--- src/rtl/vid_defines.vh ---
`ifndef VID_DEFINES_VH
`define VID_DEFINES_VH

// Clock and timing
`define CLK_PERIOD_NS 16'h0005
`define SLEW_STEP_NS 16'h03E8
`define SLEW_STEP_CYC ((`SLEW_STEP_NS + `CLK_PERIOD_NS - 16'h0001) / `CLK_PERIOD_NS)
`define PHASE_PERIOD_NS 16'h07D0
`define PHASE_PERIOD_CYC (`PHASE_PERIOD_NS / `CLK_PERIOD_NS)
`define PHASE_DUTY_NS 16'h01F4
`define PHASE_DUTY_CYC (`PHASE_DUTY_NS / `CLK_PERIOD_NS)

// Register byte addresses
`define REG_CTRL 8'h00
`define REG_TARGET 8'h04
`define REG_SLEW 8'h08
`define REG_TIMING 8'h0C
`define REG_STATUS 8'h10

// Control fields
`define CTRL_PHASE_LSB 0
`define CTRL_PHASE_MSB 1
`define CTRL_AUX_EN 2
`define CTRL_RESET 32'h0000_0006

// Phase count selections
`define PHASES_2 2'h0
`define PHASES_3 2'h1
`define PHASES_4 2'h2

// Code pin roles
`define PIN_MODE_SENSE 1
`define PIN_SERIAL_CLK 2
`define PIN_SERIAL_DATA 3

// Reference in 12.5 mV units
`define REF_OFF 8'h00
`define REF_HI_BASE 8'h7C
`define REF_LO_BASE 8'h5D
`define PAR_HALF 6'h20
`define FIX_REF_00 8'h70
`define FIX_REF_01 8'h60
`define FIX_REF_10 8'h50
`define FIX_REF_11 8'h40

`endif

--- src/rtl/ref_slew.v ---
`include "vid_defines.vh"
`default_nettype none
module ref_slew (
   input wire i_clk,
   input wire i_rst_b,
   input wire [7:0] i_target,
   input wire [15:0] i_step_cycles,
   output reg [7:0] o_ref,
   output wire o_busy
);

   reg [15:0] tick;

   assign o_busy = (o_ref != i_target);

   // Move one step toward the target each step interval
   always @(posedge i_clk or negedge i_rst_b) begin
      if (!i_rst_b) begin
         tick <= 16'h0000;
         o_ref <= `REF_OFF;
      end else if (!o_busy) begin
         tick <= 16'h0000;
      end else if (tick + 16'h0001 >= i_step_cycles) begin
         tick <= 16'h0000;
         if (o_ref < i_target) begin
            o_ref <= o_ref + 8'h01;
         end else begin
            o_ref <= o_ref - 8'h01;
         end
      end else begin
         tick <= tick + 16'h0001;
      end
   end

endmodule
`default_nettype wire

--- src/rtl/phase_gen.v ---
`include "vid_defines.vh"
`default_nettype none
module phase_gen (
   input wire i_clk,
   input wire i_rst_b,
   input wire i_run,
   input wire [1:0] i_phase_sel,
   input wire [15:0] i_period,
   input wire [15:0] i_duty,
   output reg [3:0] o_phase
);

   reg [15:0] cnt;
   reg [15:0] off1;
   reg [15:0] off2;
   reg [15:0] off3;
   reg [3:0] used;
   reg [3:0] next_phase;

   // Position of the counter within a slot that starts at an offset
   function on_time;
      input [15:0] c;
      input [15:0] off;
      input [15:0] p;
      input [15:0] d;
      reg [15:0] pos;
      begin
         pos = (c >= off) ? (c - off) : (c + p - off);
         on_time = (pos < d);
      end
   endfunction

   // Free-running slot counter
   always @(posedge i_clk or negedge i_rst_b) begin
      if (!i_rst_b) begin
         cnt <= 16'h0000;
      end else if (!i_run || cnt + 16'h0001 >= i_period) begin
         cnt <= 16'h0000;
      end else begin
         cnt <= cnt + 16'h0001;
      end
   end

   // Stagger offsets and active outputs per phase count
   always @* begin
      off1 = 16'h0000;
      off2 = 16'h0000;
      off3 = 16'h0000;
      used = 4'b1111;
      case (i_phase_sel)
         `PHASES_2: begin
            // RL8 two phase map
            used = 4'b0101;
            // RL10 180 degree spacing
            off2 = i_period >> 1;
         end
         `PHASES_3: begin
            // RL9 three phase map
            used = 4'b0111;
            // RL10 120 degree spacing
            off1 = i_period / 16'h0003;
            off2 = (i_period / 16'h0003) << 1;
         end
         default: begin
            // RL10 90 degree spacing
            off1 = i_period >> 2;
            off2 = i_period >> 1;
            off3 = (i_period >> 2) + (i_period >> 1);
         end
      endcase
      next_phase[0] = on_time(cnt, 16'h0000, i_period, i_duty);
      next_phase[1] = on_time(cnt, off1, i_period, i_duty);
      next_phase[2] = on_time(cnt, off2, i_period, i_duty);
      next_phase[3] = on_time(cnt, off3, i_period, i_duty);
      next_phase = next_phase & used & {4{i_run}};
   end

   always @(posedge i_clk or negedge i_rst_b) begin
      if (!i_rst_b) begin
         o_phase <= 4'b0000;
      end else begin
         o_phase <= next_phase;
      end
   end

endmodule
`default_nettype wire

--- src/rtl/vid_mode_select_decode.v ---
// Overview of operation
// RL1 - Enable rising edge samples mode sense pin: 1 parallel, 0 serial.
// RL2 - Parallel mode takes core reference from the 6-bit code bus.
// RL3 - Parallel mode keeps auxiliary plane high impedance, no switching.
// RL4 - Parallel mode ignores host power ok input.
// RL5 - Serial mode ignores pins 0,4,5; pin 2 clock, pin 3 data.
// RL6 - Codes 0 to 31: 1.55 V down 25 mV per step.
// RL7 - Codes 32 to 63: 0.7625 V down 12.5 mV per step.
// RL8 - Two phases drive outputs 1 and 3; 2 and 4 held low.
// RL9 - Three phases drive 1 to 3; four phases drive all.
// RL10 - Active phases evenly spaced: 180, 120 or 90 degrees.
// RL11 - Auxiliary timebase free-runs at 1.25 times core phase frequency; code uses 1.25 times the core period (0.8 times frequency).
// RL12 - Fixed debug mode uses clock and data as static 2-bit code.
// RL13 - Code changes move reference on the fly at limited slew.
// RL14 - Fixed codes: 00 1.4, 01 1.2, 10 1.0, 11 0.8 V.
// RL15 - Fixed debug entered while select low, regardless of power ok.
// RL16 - Selected mode holds until next enable rising edge or reset.
//
// Implementation choices: the placing of the registers and the APB slave port.
`include "vid_defines.vh"
`default_nettype none
module vid_mode_select_decode (
   input wire i_clk,
   input wire i_rst_b,
   input wire i_psel,
   input wire i_penable,
   input wire i_pwrite,
   input wire [7:0] i_paddr,
   input wire [31:0] i_pwdata,
   output reg [31:0] o_prdata,
   output wire o_pready,
   output wire o_pslverr,
   input wire i_enable,
   input wire [5:0] i_parallel_code_bus,
   input wire i_host_power_ok,
   input wire i_fixed_debug_select_n,
   output wire o_phase_out_1,
   output wire o_phase_out_2,
   output wire o_phase_out_3,
   output wire o_phase_out_4,
   output reg o_auxiliary_plane_pwm,
   output reg o_auxiliary_plane_oe,
   output wire [7:0] o_core_ref,
   output wire [7:0] o_aux_ref,
   output reg o_parallel_code_mode,
   output wire o_serial_clk,
   output wire o_serial_data
);

   // Pin synchronisers
   reg [5:0] code_s1;
   reg [5:0] code_s2;
   reg en_s1;
   reg en_s2;
   reg en_s3;
   reg pok_s1;
   reg pok_s2;
   reg fix_n_s1;
   reg fix_n_s2;

   // Software registers
   reg [31:0] ctrl;
   reg [7:0] sw_core_target;
   reg [7:0] sw_aux_target;
   reg [15:0] slew_cycles;
   reg [15:0] period_cycles;
   reg [15:0] duty_cycles;

   // Captured at enable rise
   reg [1:0] boot_code;

   // Registered serial pin roles
   reg serial_clk;
   reg serial_data;

   // Auxiliary timebase
   reg [16:0] aux_cnt;
   wire [16:0] aux_period;
   wire aux_run;

   reg [7:0] core_target;
   reg [7:0] aux_target;
   wire en_rise;
   wire running;
   wire fixed_active;
   wire core_busy;
   wire aux_busy;
   wire [3:0] phases;
   wire [1:0] phase_sel;
   wire wr_access;
   wire addr_ok;

   // Parallel code to reference, 12.5 mV units
   function [7:0] par_decode;
      input [5:0] code;
      begin
         if (code < `PAR_HALF) begin
            // RL6 25 mV steps
            par_decode = `REF_HI_BASE - {1'b0, code, 1'b0};
         end else begin
            // RL7 12.5 mV steps
            par_decode = `REF_LO_BASE - {2'b00, code};
         end
      end
   endfunction

   // Two-bit static code to reference
   function [7:0] fix_decode;
      input [1:0] cd;
      begin
         case (cd)
            2'b00: fix_decode = `FIX_REF_00;
            2'b01: fix_decode = `FIX_REF_01;
            2'b10: fix_decode = `FIX_REF_10;
            default: fix_decode = `FIX_REF_11;
         endcase
      end
   endfunction

   // Register address decode
   function known_addr;
      input [7:0] a;
      begin
         known_addr = (a == `REG_CTRL) || (a == `REG_TARGET) || (a == `REG_SLEW) ||
                      (a == `REG_TIMING) || (a == `REG_STATUS);
      end
   endfunction

   // Two flip-flops on every pin, and a third on enable for edge detection
   always @(posedge i_clk or negedge i_rst_b) begin
      if (!i_rst_b) begin
         code_s1 <= 6'h00;
         code_s2 <= 6'h00;
         en_s1 <= 1'b0;
         en_s2 <= 1'b0;
         en_s3 <= 1'b0;
         pok_s1 <= 1'b0;
         pok_s2 <= 1'b0;
         fix_n_s1 <= 1'b1;
         fix_n_s2 <= 1'b1;
      end else begin
         code_s1 <= i_parallel_code_bus;
         code_s2 <= code_s1;
         en_s1 <= i_enable;
         en_s2 <= en_s1;
         en_s3 <= en_s2;
         pok_s1 <= i_host_power_ok;
         pok_s2 <= pok_s1;
         fix_n_s1 <= i_fixed_debug_select_n;
         fix_n_s2 <= fix_n_s1;
      end
   end

   assign en_rise = en_s2 & ~en_s3;
   assign running = en_s2;

   // RL1 mode capture
   // RL16 mode held
   always @(posedge i_clk or negedge i_rst_b) begin
      if (!i_rst_b) begin
         o_parallel_code_mode <= 1'b0;
         boot_code <= 2'b00;
      end else if (en_rise) begin
         o_parallel_code_mode <= code_s2[`PIN_MODE_SENSE];
         boot_code <= {code_s2[`PIN_SERIAL_CLK], code_s2[`PIN_SERIAL_DATA]};
      end
   end

   // RL5 serial pin roles, held at zero in parallel mode
   always @(posedge i_clk or negedge i_rst_b) begin
      if (!i_rst_b) begin
         serial_clk <= 1'b0;
         serial_data <= 1'b0;
      end else begin
         serial_clk <= ~o_parallel_code_mode & code_s2[`PIN_SERIAL_CLK];
         serial_data <= ~o_parallel_code_mode & code_s2[`PIN_SERIAL_DATA];
      end
   end

   assign o_serial_clk = serial_clk;
   assign o_serial_data = serial_data;

   // RL15 fixed debug while select low
   assign fixed_active = running & ~o_parallel_code_mode & ~fix_n_s2;

   // Target selection by mode
   always @* begin
      core_target = `REF_OFF;
      aux_target = `REF_OFF;
      if (!running) begin
         core_target = `REF_OFF;
      end else if (o_parallel_code_mode) begin
         // RL2 core from code bus
         // RL4 power ok not consulted
         core_target = par_decode(code_s2);
      end else if (fixed_active) begin
         // RL12 static pin pair
         // RL14 fixed voltage table
         core_target = fix_decode({code_s2[`PIN_SERIAL_CLK], code_s2[`PIN_SERIAL_DATA]});
         aux_target = core_target;
      end else if (!pok_s2) begin
         // Boot level until host reports power ok
         core_target = fix_decode(boot_code);
         aux_target = core_target;
      end else begin
         core_target = sw_core_target;
         aux_target = sw_aux_target;
      end
      if (!ctrl[`CTRL_AUX_EN]) begin
         aux_target = `REF_OFF;
      end
   end

   // RL13 slewed core reference
   ref_slew u_core_slew (
      .i_clk(i_clk),
      .i_rst_b(i_rst_b),
      .i_target(core_target),
      .i_step_cycles(slew_cycles),
      .o_ref(o_core_ref),
      .o_busy(core_busy)
   );

   // RL13 slewed auxiliary reference
   ref_slew u_aux_slew (
      .i_clk(i_clk),
      .i_rst_b(i_rst_b),
      .i_target(aux_target),
      .i_step_cycles(slew_cycles),
      .o_ref(o_aux_ref),
      .o_busy(aux_busy)
   );

   assign phase_sel = ctrl[`CTRL_PHASE_MSB:`CTRL_PHASE_LSB];

   // Staggered core phases
   phase_gen u_phase (
      .i_clk(i_clk),
      .i_rst_b(i_rst_b),
      .i_run(running),
      .i_phase_sel(phase_sel),
      .i_period(period_cycles),
      .i_duty(duty_cycles),
      .o_phase(phases)
   );

   assign o_phase_out_1 = phases[0];
   assign o_phase_out_2 = phases[1];
   assign o_phase_out_3 = phases[2];
   assign o_phase_out_4 = phases[3];

   // RL3 auxiliary idle in parallel mode
   assign aux_run = running & ~o_parallel_code_mode & ctrl[`CTRL_AUX_EN];
   // RL11 period is 1.25 of core
   assign aux_period = {1'b0, period_cycles} + {3'b000, period_cycles[15:2]};

   // Free-running auxiliary timebase and output
   always @(posedge i_clk or negedge i_rst_b) begin
      if (!i_rst_b) begin
         aux_cnt <= 17'h0_0000;
         o_auxiliary_plane_pwm <= 1'b0;
         o_auxiliary_plane_oe <= 1'b0;
      end else begin
         o_auxiliary_plane_oe <= aux_run;
         if (!aux_run || aux_cnt + 17'h0_0001 >= aux_period) begin
            aux_cnt <= 17'h0_0000;
         end else begin
            aux_cnt <= aux_cnt + 17'h0_0001;
         end
         o_auxiliary_plane_pwm <= aux_run & (aux_cnt < {1'b0, duty_cycles});
      end
   end

   // Bus slave: zero wait states, error on unmapped addresses
   assign o_pready = 1'b1;
   assign addr_ok = known_addr(i_paddr);
   assign o_pslverr = i_psel & i_penable & ~addr_ok;
   assign wr_access = i_psel & i_penable & i_pwrite & addr_ok;

   // Register writes
   always @(posedge i_clk or negedge i_rst_b) begin
      if (!i_rst_b) begin
         ctrl <= `CTRL_RESET;
         sw_core_target <= `REF_OFF;
         sw_aux_target <= `REF_OFF;
         slew_cycles <= `SLEW_STEP_CYC;
         period_cycles <= `PHASE_PERIOD_CYC;
         duty_cycles <= `PHASE_DUTY_CYC;
      end else if (wr_access) begin
         case (i_paddr)
            `REG_CTRL: begin
               ctrl <= {29'h0000_0000, i_pwdata[2:0]};
            end
            `REG_TARGET: begin
               sw_core_target <= i_pwdata[7:0];
               sw_aux_target <= i_pwdata[15:8];
            end
            `REG_SLEW: begin
               slew_cycles <= i_pwdata[15:0];
            end
            `REG_TIMING: begin
               period_cycles <= i_pwdata[15:0];
               duty_cycles <= i_pwdata[31:16];
            end
            default: begin
               ctrl <= ctrl;
            end
         endcase
      end
   end

   // Read data loaded in the setup cycle
   always @(posedge i_clk or negedge i_rst_b) begin
      if (!i_rst_b) begin
         o_prdata <= 32'h0000_0000;
      end else if (i_psel && !i_penable && !i_pwrite) begin
         case (i_paddr)
            `REG_CTRL: o_prdata <= ctrl;
            `REG_TARGET: o_prdata <= {16'h0000, sw_aux_target, sw_core_target};
            `REG_SLEW: o_prdata <= {16'h0000, slew_cycles};
            `REG_TIMING: o_prdata <= {duty_cycles, period_cycles};
            `REG_STATUS: o_prdata <= {8'h00, o_aux_ref, o_core_ref, 3'b000,
                                      aux_busy, core_busy, running, fixed_active,
                                      o_parallel_code_mode};
            default: o_prdata <= 32'h0000_0000;
         endcase
      end
   end

endmodule
`default_nettype wire

--- config.mk ---
export PLATFORM = sky130hd
export DESIGN_NAME = vid_mode_select_decode
export DESIGN_NICKNAME = d
export VERILOG_FILES = /design/src/rtl/ref_slew.v /design/src/rtl/phase_gen.v /design/src/rtl/vid_mode_select_decode.v
export VERILOG_INCLUDE_DIRS = /design/src /design/src/rtl
export SDC_FILE = /design/constraint.sdc
export NUM_CORES = 1
export LEC_CHECK = 0
export BUFFER_PORTS_ARGS = -buffer_cell sky130_fd_sc_hd__buf_4
export CAP_MARGIN = 20
export CORE_MARGIN = 3
export CORE_UTILIZATION = 60
export CTS_BUF_LIST = sky130_fd_sc_hd__clkbuf_4
export DETAILED_ROUTE_END_ITERATION = 16
export GPL_ROUTABILITY_DRIVEN = 0
export PLACE_DENSITY = 0.79
export SKIP_LAST_GASP = 1
export SLEW_MARGIN = 0
export SYNTH_ARGS = -nofsm -noshare
export SYNTH_HDL_FRONTEND = slang
export SYNTH_SLANG_ARGS = --single-unit
--- constraint.sdc ---
create_clock -name i_clk -period 37.9 [get_ports i_clk]
set_clock_uncertainty 0.2 [all_clocks]
set_input_delay 7.58 -clock i_clk [delete_from_list [all_inputs] [get_ports i_clk]]
set_output_delay 7.58 -clock i_clk [all_outputs]
set_load 0.05 [all_outputs]
# Word level (Yosys, flattened, before mapping)
# Cells that the tools add are included.
word_totals:
  word_cells: 145
  inputBits: 54
  latch_bits: 0
  rom_bits: 0
  reg_bits: 210
  ram_bits: 0
  mem_count: 0
  output_inout_bits: 59
op_classes:
  shifts: 0
  reduce_logical: 23
  magnitude_cmp: 16
  div: 1
  n_eq_ne: 11
  addsub: 19
  n_mul: 0
  bitwise: 17
  mux: 29
ops:
  columns: ["cell", "count"]
  rows:
  - ["$mux 16", 11]
  - ["$pmux 32 s5", 1]
  - ["$ge 16x16->1", 6]
  - ["$mux 8", 12]
  - ["$sub 16x16->16", 6]
  - ["$lt 16x16->1", 4]
  - ["$add 16x1->16 const B", 3]
  - ["$pmux 6 s3", 2]
  - ["$pmux 16 s2", 1]
  - ["$add 16x14->17", 1]
  - ["$add 17x1->17 const B", 1]
  - ["$ge 17x17->1", 1]
  - ["$lt 17x16->1", 1]
  - ["$mux 17", 1]
  - ["$add 14x15->16", 1]
  - ["$add 16x16->16", 1]
  - ["$add 8x1->8 const B", 2]
  - ["$div 16x2->16 const B", 1]
  - ["$eq 8x4->1 const B", 2]
  - ["$ge 16x1->1 const B", 1]
  - ["$lt 8x8->1", 2]
  - ["$ne 8x8->1", 2]
  - ["$sub 8x1->8 const B", 2]
  - ["$reduce_and 2->1", 6]
  - ["17 further kinds", 45]

# Logic depth before layout (Yosys ltp)
depth:
  ltp_word: 9
  depth_mapped: 98
  ltp_nobuf: 86

# By module
# A second synthesis with hierarchy kept.
hier_totals:
  hier_cells: 3255
  hier_area_um2: 26725.6
by_module_without_submodules:
  columns: ["mod", "cells_per_inst", "n_inst", "area_per_inst_um2", "seq_area_each_um2"]
  rows:
  - ["phase_gen", 2135, 1, 15193.3, 500.5]
  - ["vid_mode_select_decode", 704, 1, 7633.6, 3569.7]
  - ["ref_slew", 208, 2, 1949.4, 600.6]

# Worst setup path after synthesis
# No wires, ideal clock.
synth_timing:
  path_type: "flip-flop to flip-flop"
  start: "register period_cycles[3]"
  end: "register u_phase.o_phase[1]"
  setup_time_ns: 0.100
  period_less_slack_ns: 19.694
  t_required_ns: 37.600
  path_slack_ns: 18.206
  arrival_time_ns: 19.394
  stages_incl_launch_ff: 93
  path_buffers: 7
  path_cell_list: "dfrtp_1 clkbuf_1 clkinv_1 ha_1 buf_2 nand3_1 o21a_1 a221oi_1 o32ai_2 a21oi_1 a211oi_1 o21ai_1 or4_1 xor2_1 and4_1 buf_6 mux2i_2 nor4_1 [... 57 more ...] o21ai_0 nand2b_1 a21oi_1 nor2b_1 o21ai_0 nand2b_1 a21oi_1 nor2b_1 o21ai_0 nand2b_1 a21oi_1 nor2b_1 o21ai_0 nand2b_1 a21oi_1 nor2b_1 o21ai_0 nor4bb_1"
synth_via:
  elab_chain_cells: 7
  word_cells_on_any_way: 10
  cone_classes: "add/sub: 3; div: 1; order compare: 2; mux: 2; bitwise: 2"
synth_lines:
  columns: ["item", "line", "rtl"]
  rows:
  - ["start, declared", "vid_mode_select_decode.v:66", "reg [15:0] period_cycles;"]
  - ["start signal, assigned", "vid_mode_select_decode.v:287", "period_cycles <= `PHASE_PERIOD_CYC;"]
  - ["start signal, assigned", "vid_mode_select_decode.v:302", "period_cycles <= i_pwdata[15:0];"]
  - ["$div 16x2->16", "phase_gen.v:61", "off1 = i_period / 16'h0003;"]
  - ["$pmux 16 s2", "phase_gen.v:50", "case (i_phase_sel)"]
  - ["$sub 16x16->16 or $ge 16x16->1 (tied branches)", "phase_gen.v:28", "pos = (c >= off) ? (c - off) : (c + p - off);"]
  - ["$mux 16 *", "phase_gen.v:28", null]
  - ["$lt 16x16->1 *", "phase_gen.v:29", "on_time = (pos < d);"]
  - ["$and 4x4->4 * (2 in a row)", "phase_gen.v:75", "next_phase = next_phase & used & {4{i_run}};"]
  - ["named net u_phase.next_phase[1]", "phase_gen.v:18", "reg [3:0] next_phase;"]
  - ["end signal, assigned", "phase_gen.v:82", "o_phase <= next_phase;"]
  - ["end, declared", "phase_gen.v:10", "output reg [3:0] o_phase"]
# Mark *: on every way through the listed nets, which the timed path passes. The rest lies on a longest branch.
# A chain may end at the register's enable or synchronous reset.

# Final worst setup path
layout_timing:
  start: "register period_cycles[11]"
  end: "register u_phase.o_phase[1]"
# The elaborated chain is that of the path after synthesis.

==> impl_results.md <==
* H-tree Lvls at 2
* ANT nets after route at 0
* Critical path class: flop to flop
* Most common flop cell mapped by yosys: dfrtp_1
* Post-synthesis net count at 3657
* Slowest stage delay, CP at 840 ps
* # DRC at 0
* Fin crit period at 25660 ps
* Synth area leader: dfrtp_1
* Crit path max-delay family: compound AO/OA/AOI/OAI gates
* Drt wl/cell at 20.7 um
* Worst Path Buf+Inv at 1
* Status: completed
* CP arrival at 26180 ps
* Synth top area share at 18.6%
* Setup WS pre-CTS at 13110 ps
* Vias/cell at 6.63
* Top cells by area, synth: dfrtp_1, ha_1, xnor2_1
* Clk pwr share at 19.5%
* Vias at 26300
* Min-delay worst type: flop to flop
* Required time of the critical path at 38420 ps
* Flop pwr share at 22.2%
* Util after Layout at 65.6%
* CTS Root Cell: clkbuf_4
* Nets at 3734
* Hold slack at 147 ps
* Die span in x at 216 um
* CP max FO at 23
* Ys Warns at 0
* CTS tree: yes
* Maximum VDD drop at 42.0 uV
* DIE HEIGHT at 216 um
* Initial core utilization at 61.0%
* Slew Limit Fails at 0
* Clk pin slew, worst setup/hold paths at 70 ps
* Resized Gates After CTS at 0
* Max_cap viols at 0
* Synth Area per Inst at 8.12 um2
* PnR worst setup slack at 12240 ps
* Initial antenna violation count at 2
* NetSw at 533 uW
* Iter 0 DRT Violations at 2914
* Gate power share at 58.4%
* Hold_buf cts at 0
* Die area at 46700 um2
* Fraction of registers with async set/reset at 100%
* Most frequent cell after synthesis: ha_1
* 1st-pass router iterations at 7
* Most frequent cells after synthesis: ha_1, a21oi_1, nor2_1
* Num ports at 113
* Post-synthesis register bit count at 210
* Setup violators final at 0
* Final hold violations at 0
* Slew headroom at 25.5%
* Sum of negative setup slack at 0 ps
* Post-synth EDFFs at 0
* HPWL after DPL at 63300 um
* Switching Share at 48.0%
* Slowest stage cell, crit path: xnor2_1
* First-pass GRT wire length at 132000 um
* Syn Inst Count at 3259
* Period utilisation layout at 67.7%
* Post-synthesis sequential area ratio at 19.9%
* Total Wirelength at 82100 um
* Area Overhead vs Synth at 7.55%
* CTS max path bufs at 3
* Synth cell types at 127
* P_int at 577 uW
* Postcts setup bufs at 0
* Unrepaired setup endpoints after global routing: no
* GR Util All Layers at 34.2%
* LEAKAGE at 0.0126 uW
* Layout cells sized above 1 at 11.7%
* CTS Buf Count at 57
* Row count at 76
* Pwr/cell area at 39.0 nW/um2
* Cell mode on critical path: o21ai_0
* Clock tree sinks at 210
* Port Buffers at 111
* Worst setup EP type: flop
* Achievable Freq at 39.0 MHz
* Pin count of the biggest net entering global routing at 87
* Total grt overflow at 0
* Core box area at 43400 um2
* Synth Cell Area at 26500 um2
* Crit start category: flop
* Clk_lat worst skew at 810 ps
* Vias in the first global route at 25500
* Worst-Margin Slew at 1110 ps
==> worst register-to-register path, delay by kind of cell (launching register included) <==
| kind | cells | cell delay [ps] |
|---|---|---|
| AND/OR/NAND/NOR | 33 | 9650 |
| adder cells (fa/ha/maj) | 5 | 1490 |
| flip-flops | 1 | 730 |
| buffers and inverters | 1 | 290 |
| multiplexers | 4 | 1700 |
| XOR/XNOR | 3 | 1470 |
| AO/OA/AOI/OAI | 40 | 10120 |
==> cell families after synthesis <==
| family | Yosys count | share of synthesized area [%] |
|---|---|---|
| other | 1 | 0.0142 |
| and+or+nand+nor | 1144 | 23.2 |
| AOI/OAI and AO/OA | 922 | 23.2 |
| DFF | 210 | 19.9 |
| muxes | 122 | 5.03 |
| buffers and inverters | 276 | 4.09 |
| adders and majority gates | 345 | 16.6 |
| xor gates and xnor gates | 239 | 7.94 |
==> flip-flops by register name (all words and copies together), names as in the netlist, 4 cells and up <==
name and flops:
u_phase.cnt 16, aux_cnt 17, duty_cycles 16, code_s1 6
o_prdata 32, u_aux_slew.tick 16, code_s2 6, slew_cycles 16
sw_core_target 8, u_core_slew.tick 16, u_aux_slew.o_ref 8, sw_aux_target 8
period_cycles 16, u_core_slew.o_ref 8, u_phase.o_phase 4
==> cell type report <==
class	count	area, um2
clock buffer	84	631
clock inverter	15	109
tap	585	732
fill	3661	14900
timing repair buffer	131	985
multi-input combinational	2773	20100
antenna	1	2.50
inverter	163	612
sequential	210	5270
==> metrics by stage <==
stage                     power (uW)  cells  cell area (um2)
after floorplan                  743   3259            26500
after global placement           855   3860            27700
after detailed placement         876   3860            27700
after CTS                       1100   3959            28500
after global routing            1180   3962            28500
final                           1110   3962            28500
==> layout by cell type (no fill, tap or decap), types with 50 or more instances in the layout <==
| cell type | n |
|---|---|
| clkbuf_4 | 84 |
| inv_1 | 162 |
| nand2b_1 | 98 |
| dfrtp_1 | 197 |
| nor2b_1 | 127 |
| nand3_1 | 96 |
| a21o_1 | 52 |
| nor3_1 | 50 |
| xnor2_1 | 191 |
| nor2_1 | 248 |
| o21ai_0 | 209 |
| ha_1 | 333 |
| nand2_1 | 223 |
| mux2_2 | 77 |
| a21oi_1 | 254 |
| nand4_1 | 54 |
| buf_4 | 128 |
==> layer usage <==
metal  GRT usage, %  vias to the layer above  routed length (um)
met5              0                        -                   0
met4           14.9                        0                3830
met3           5.69                      294                7660
met2           56.0                     1475               37500
met1           44.6                    12400               33200
li1               -                    12100                   -
==> power by group through the flow <==
stage / clock (uW) / combinational (uW) / sequential, uW
final: 216 / 648 / 246
after global placement: 0 / 606 / 249
after detailed placement: 0 / 627 / 249
after CTS: 221 / 631 / 245
after floorplan: 0 / 485 / 259
after global routing: 231 / 704 / 247
==> path summary, 6_finish.rpt <==
| check | startpoint | to | slack [ps] | cells after the start |
|---|---|---|---|---|
| max reg2reg | period_cycles[11] | u_phase.o_phase[1] | 12240 | 86 |
| min | fix_n_s1 | fix_n_s2 | 150 | 0 |
| min reg2reg | fix_n_s1 | fix_n_s2 | 150 | 0 |
| max in group asynchronous | i_rst_b | sw_core_target[2] | 29380 | 2 |
| max | period_cycles[11] | u_phase.o_phase[1] | 12240 | 86 |
| min in group asynchronous | i_rst_b | u_aux_slew.tick[2] | 6620 | 1 |
(Power assumes the default switching activity.)
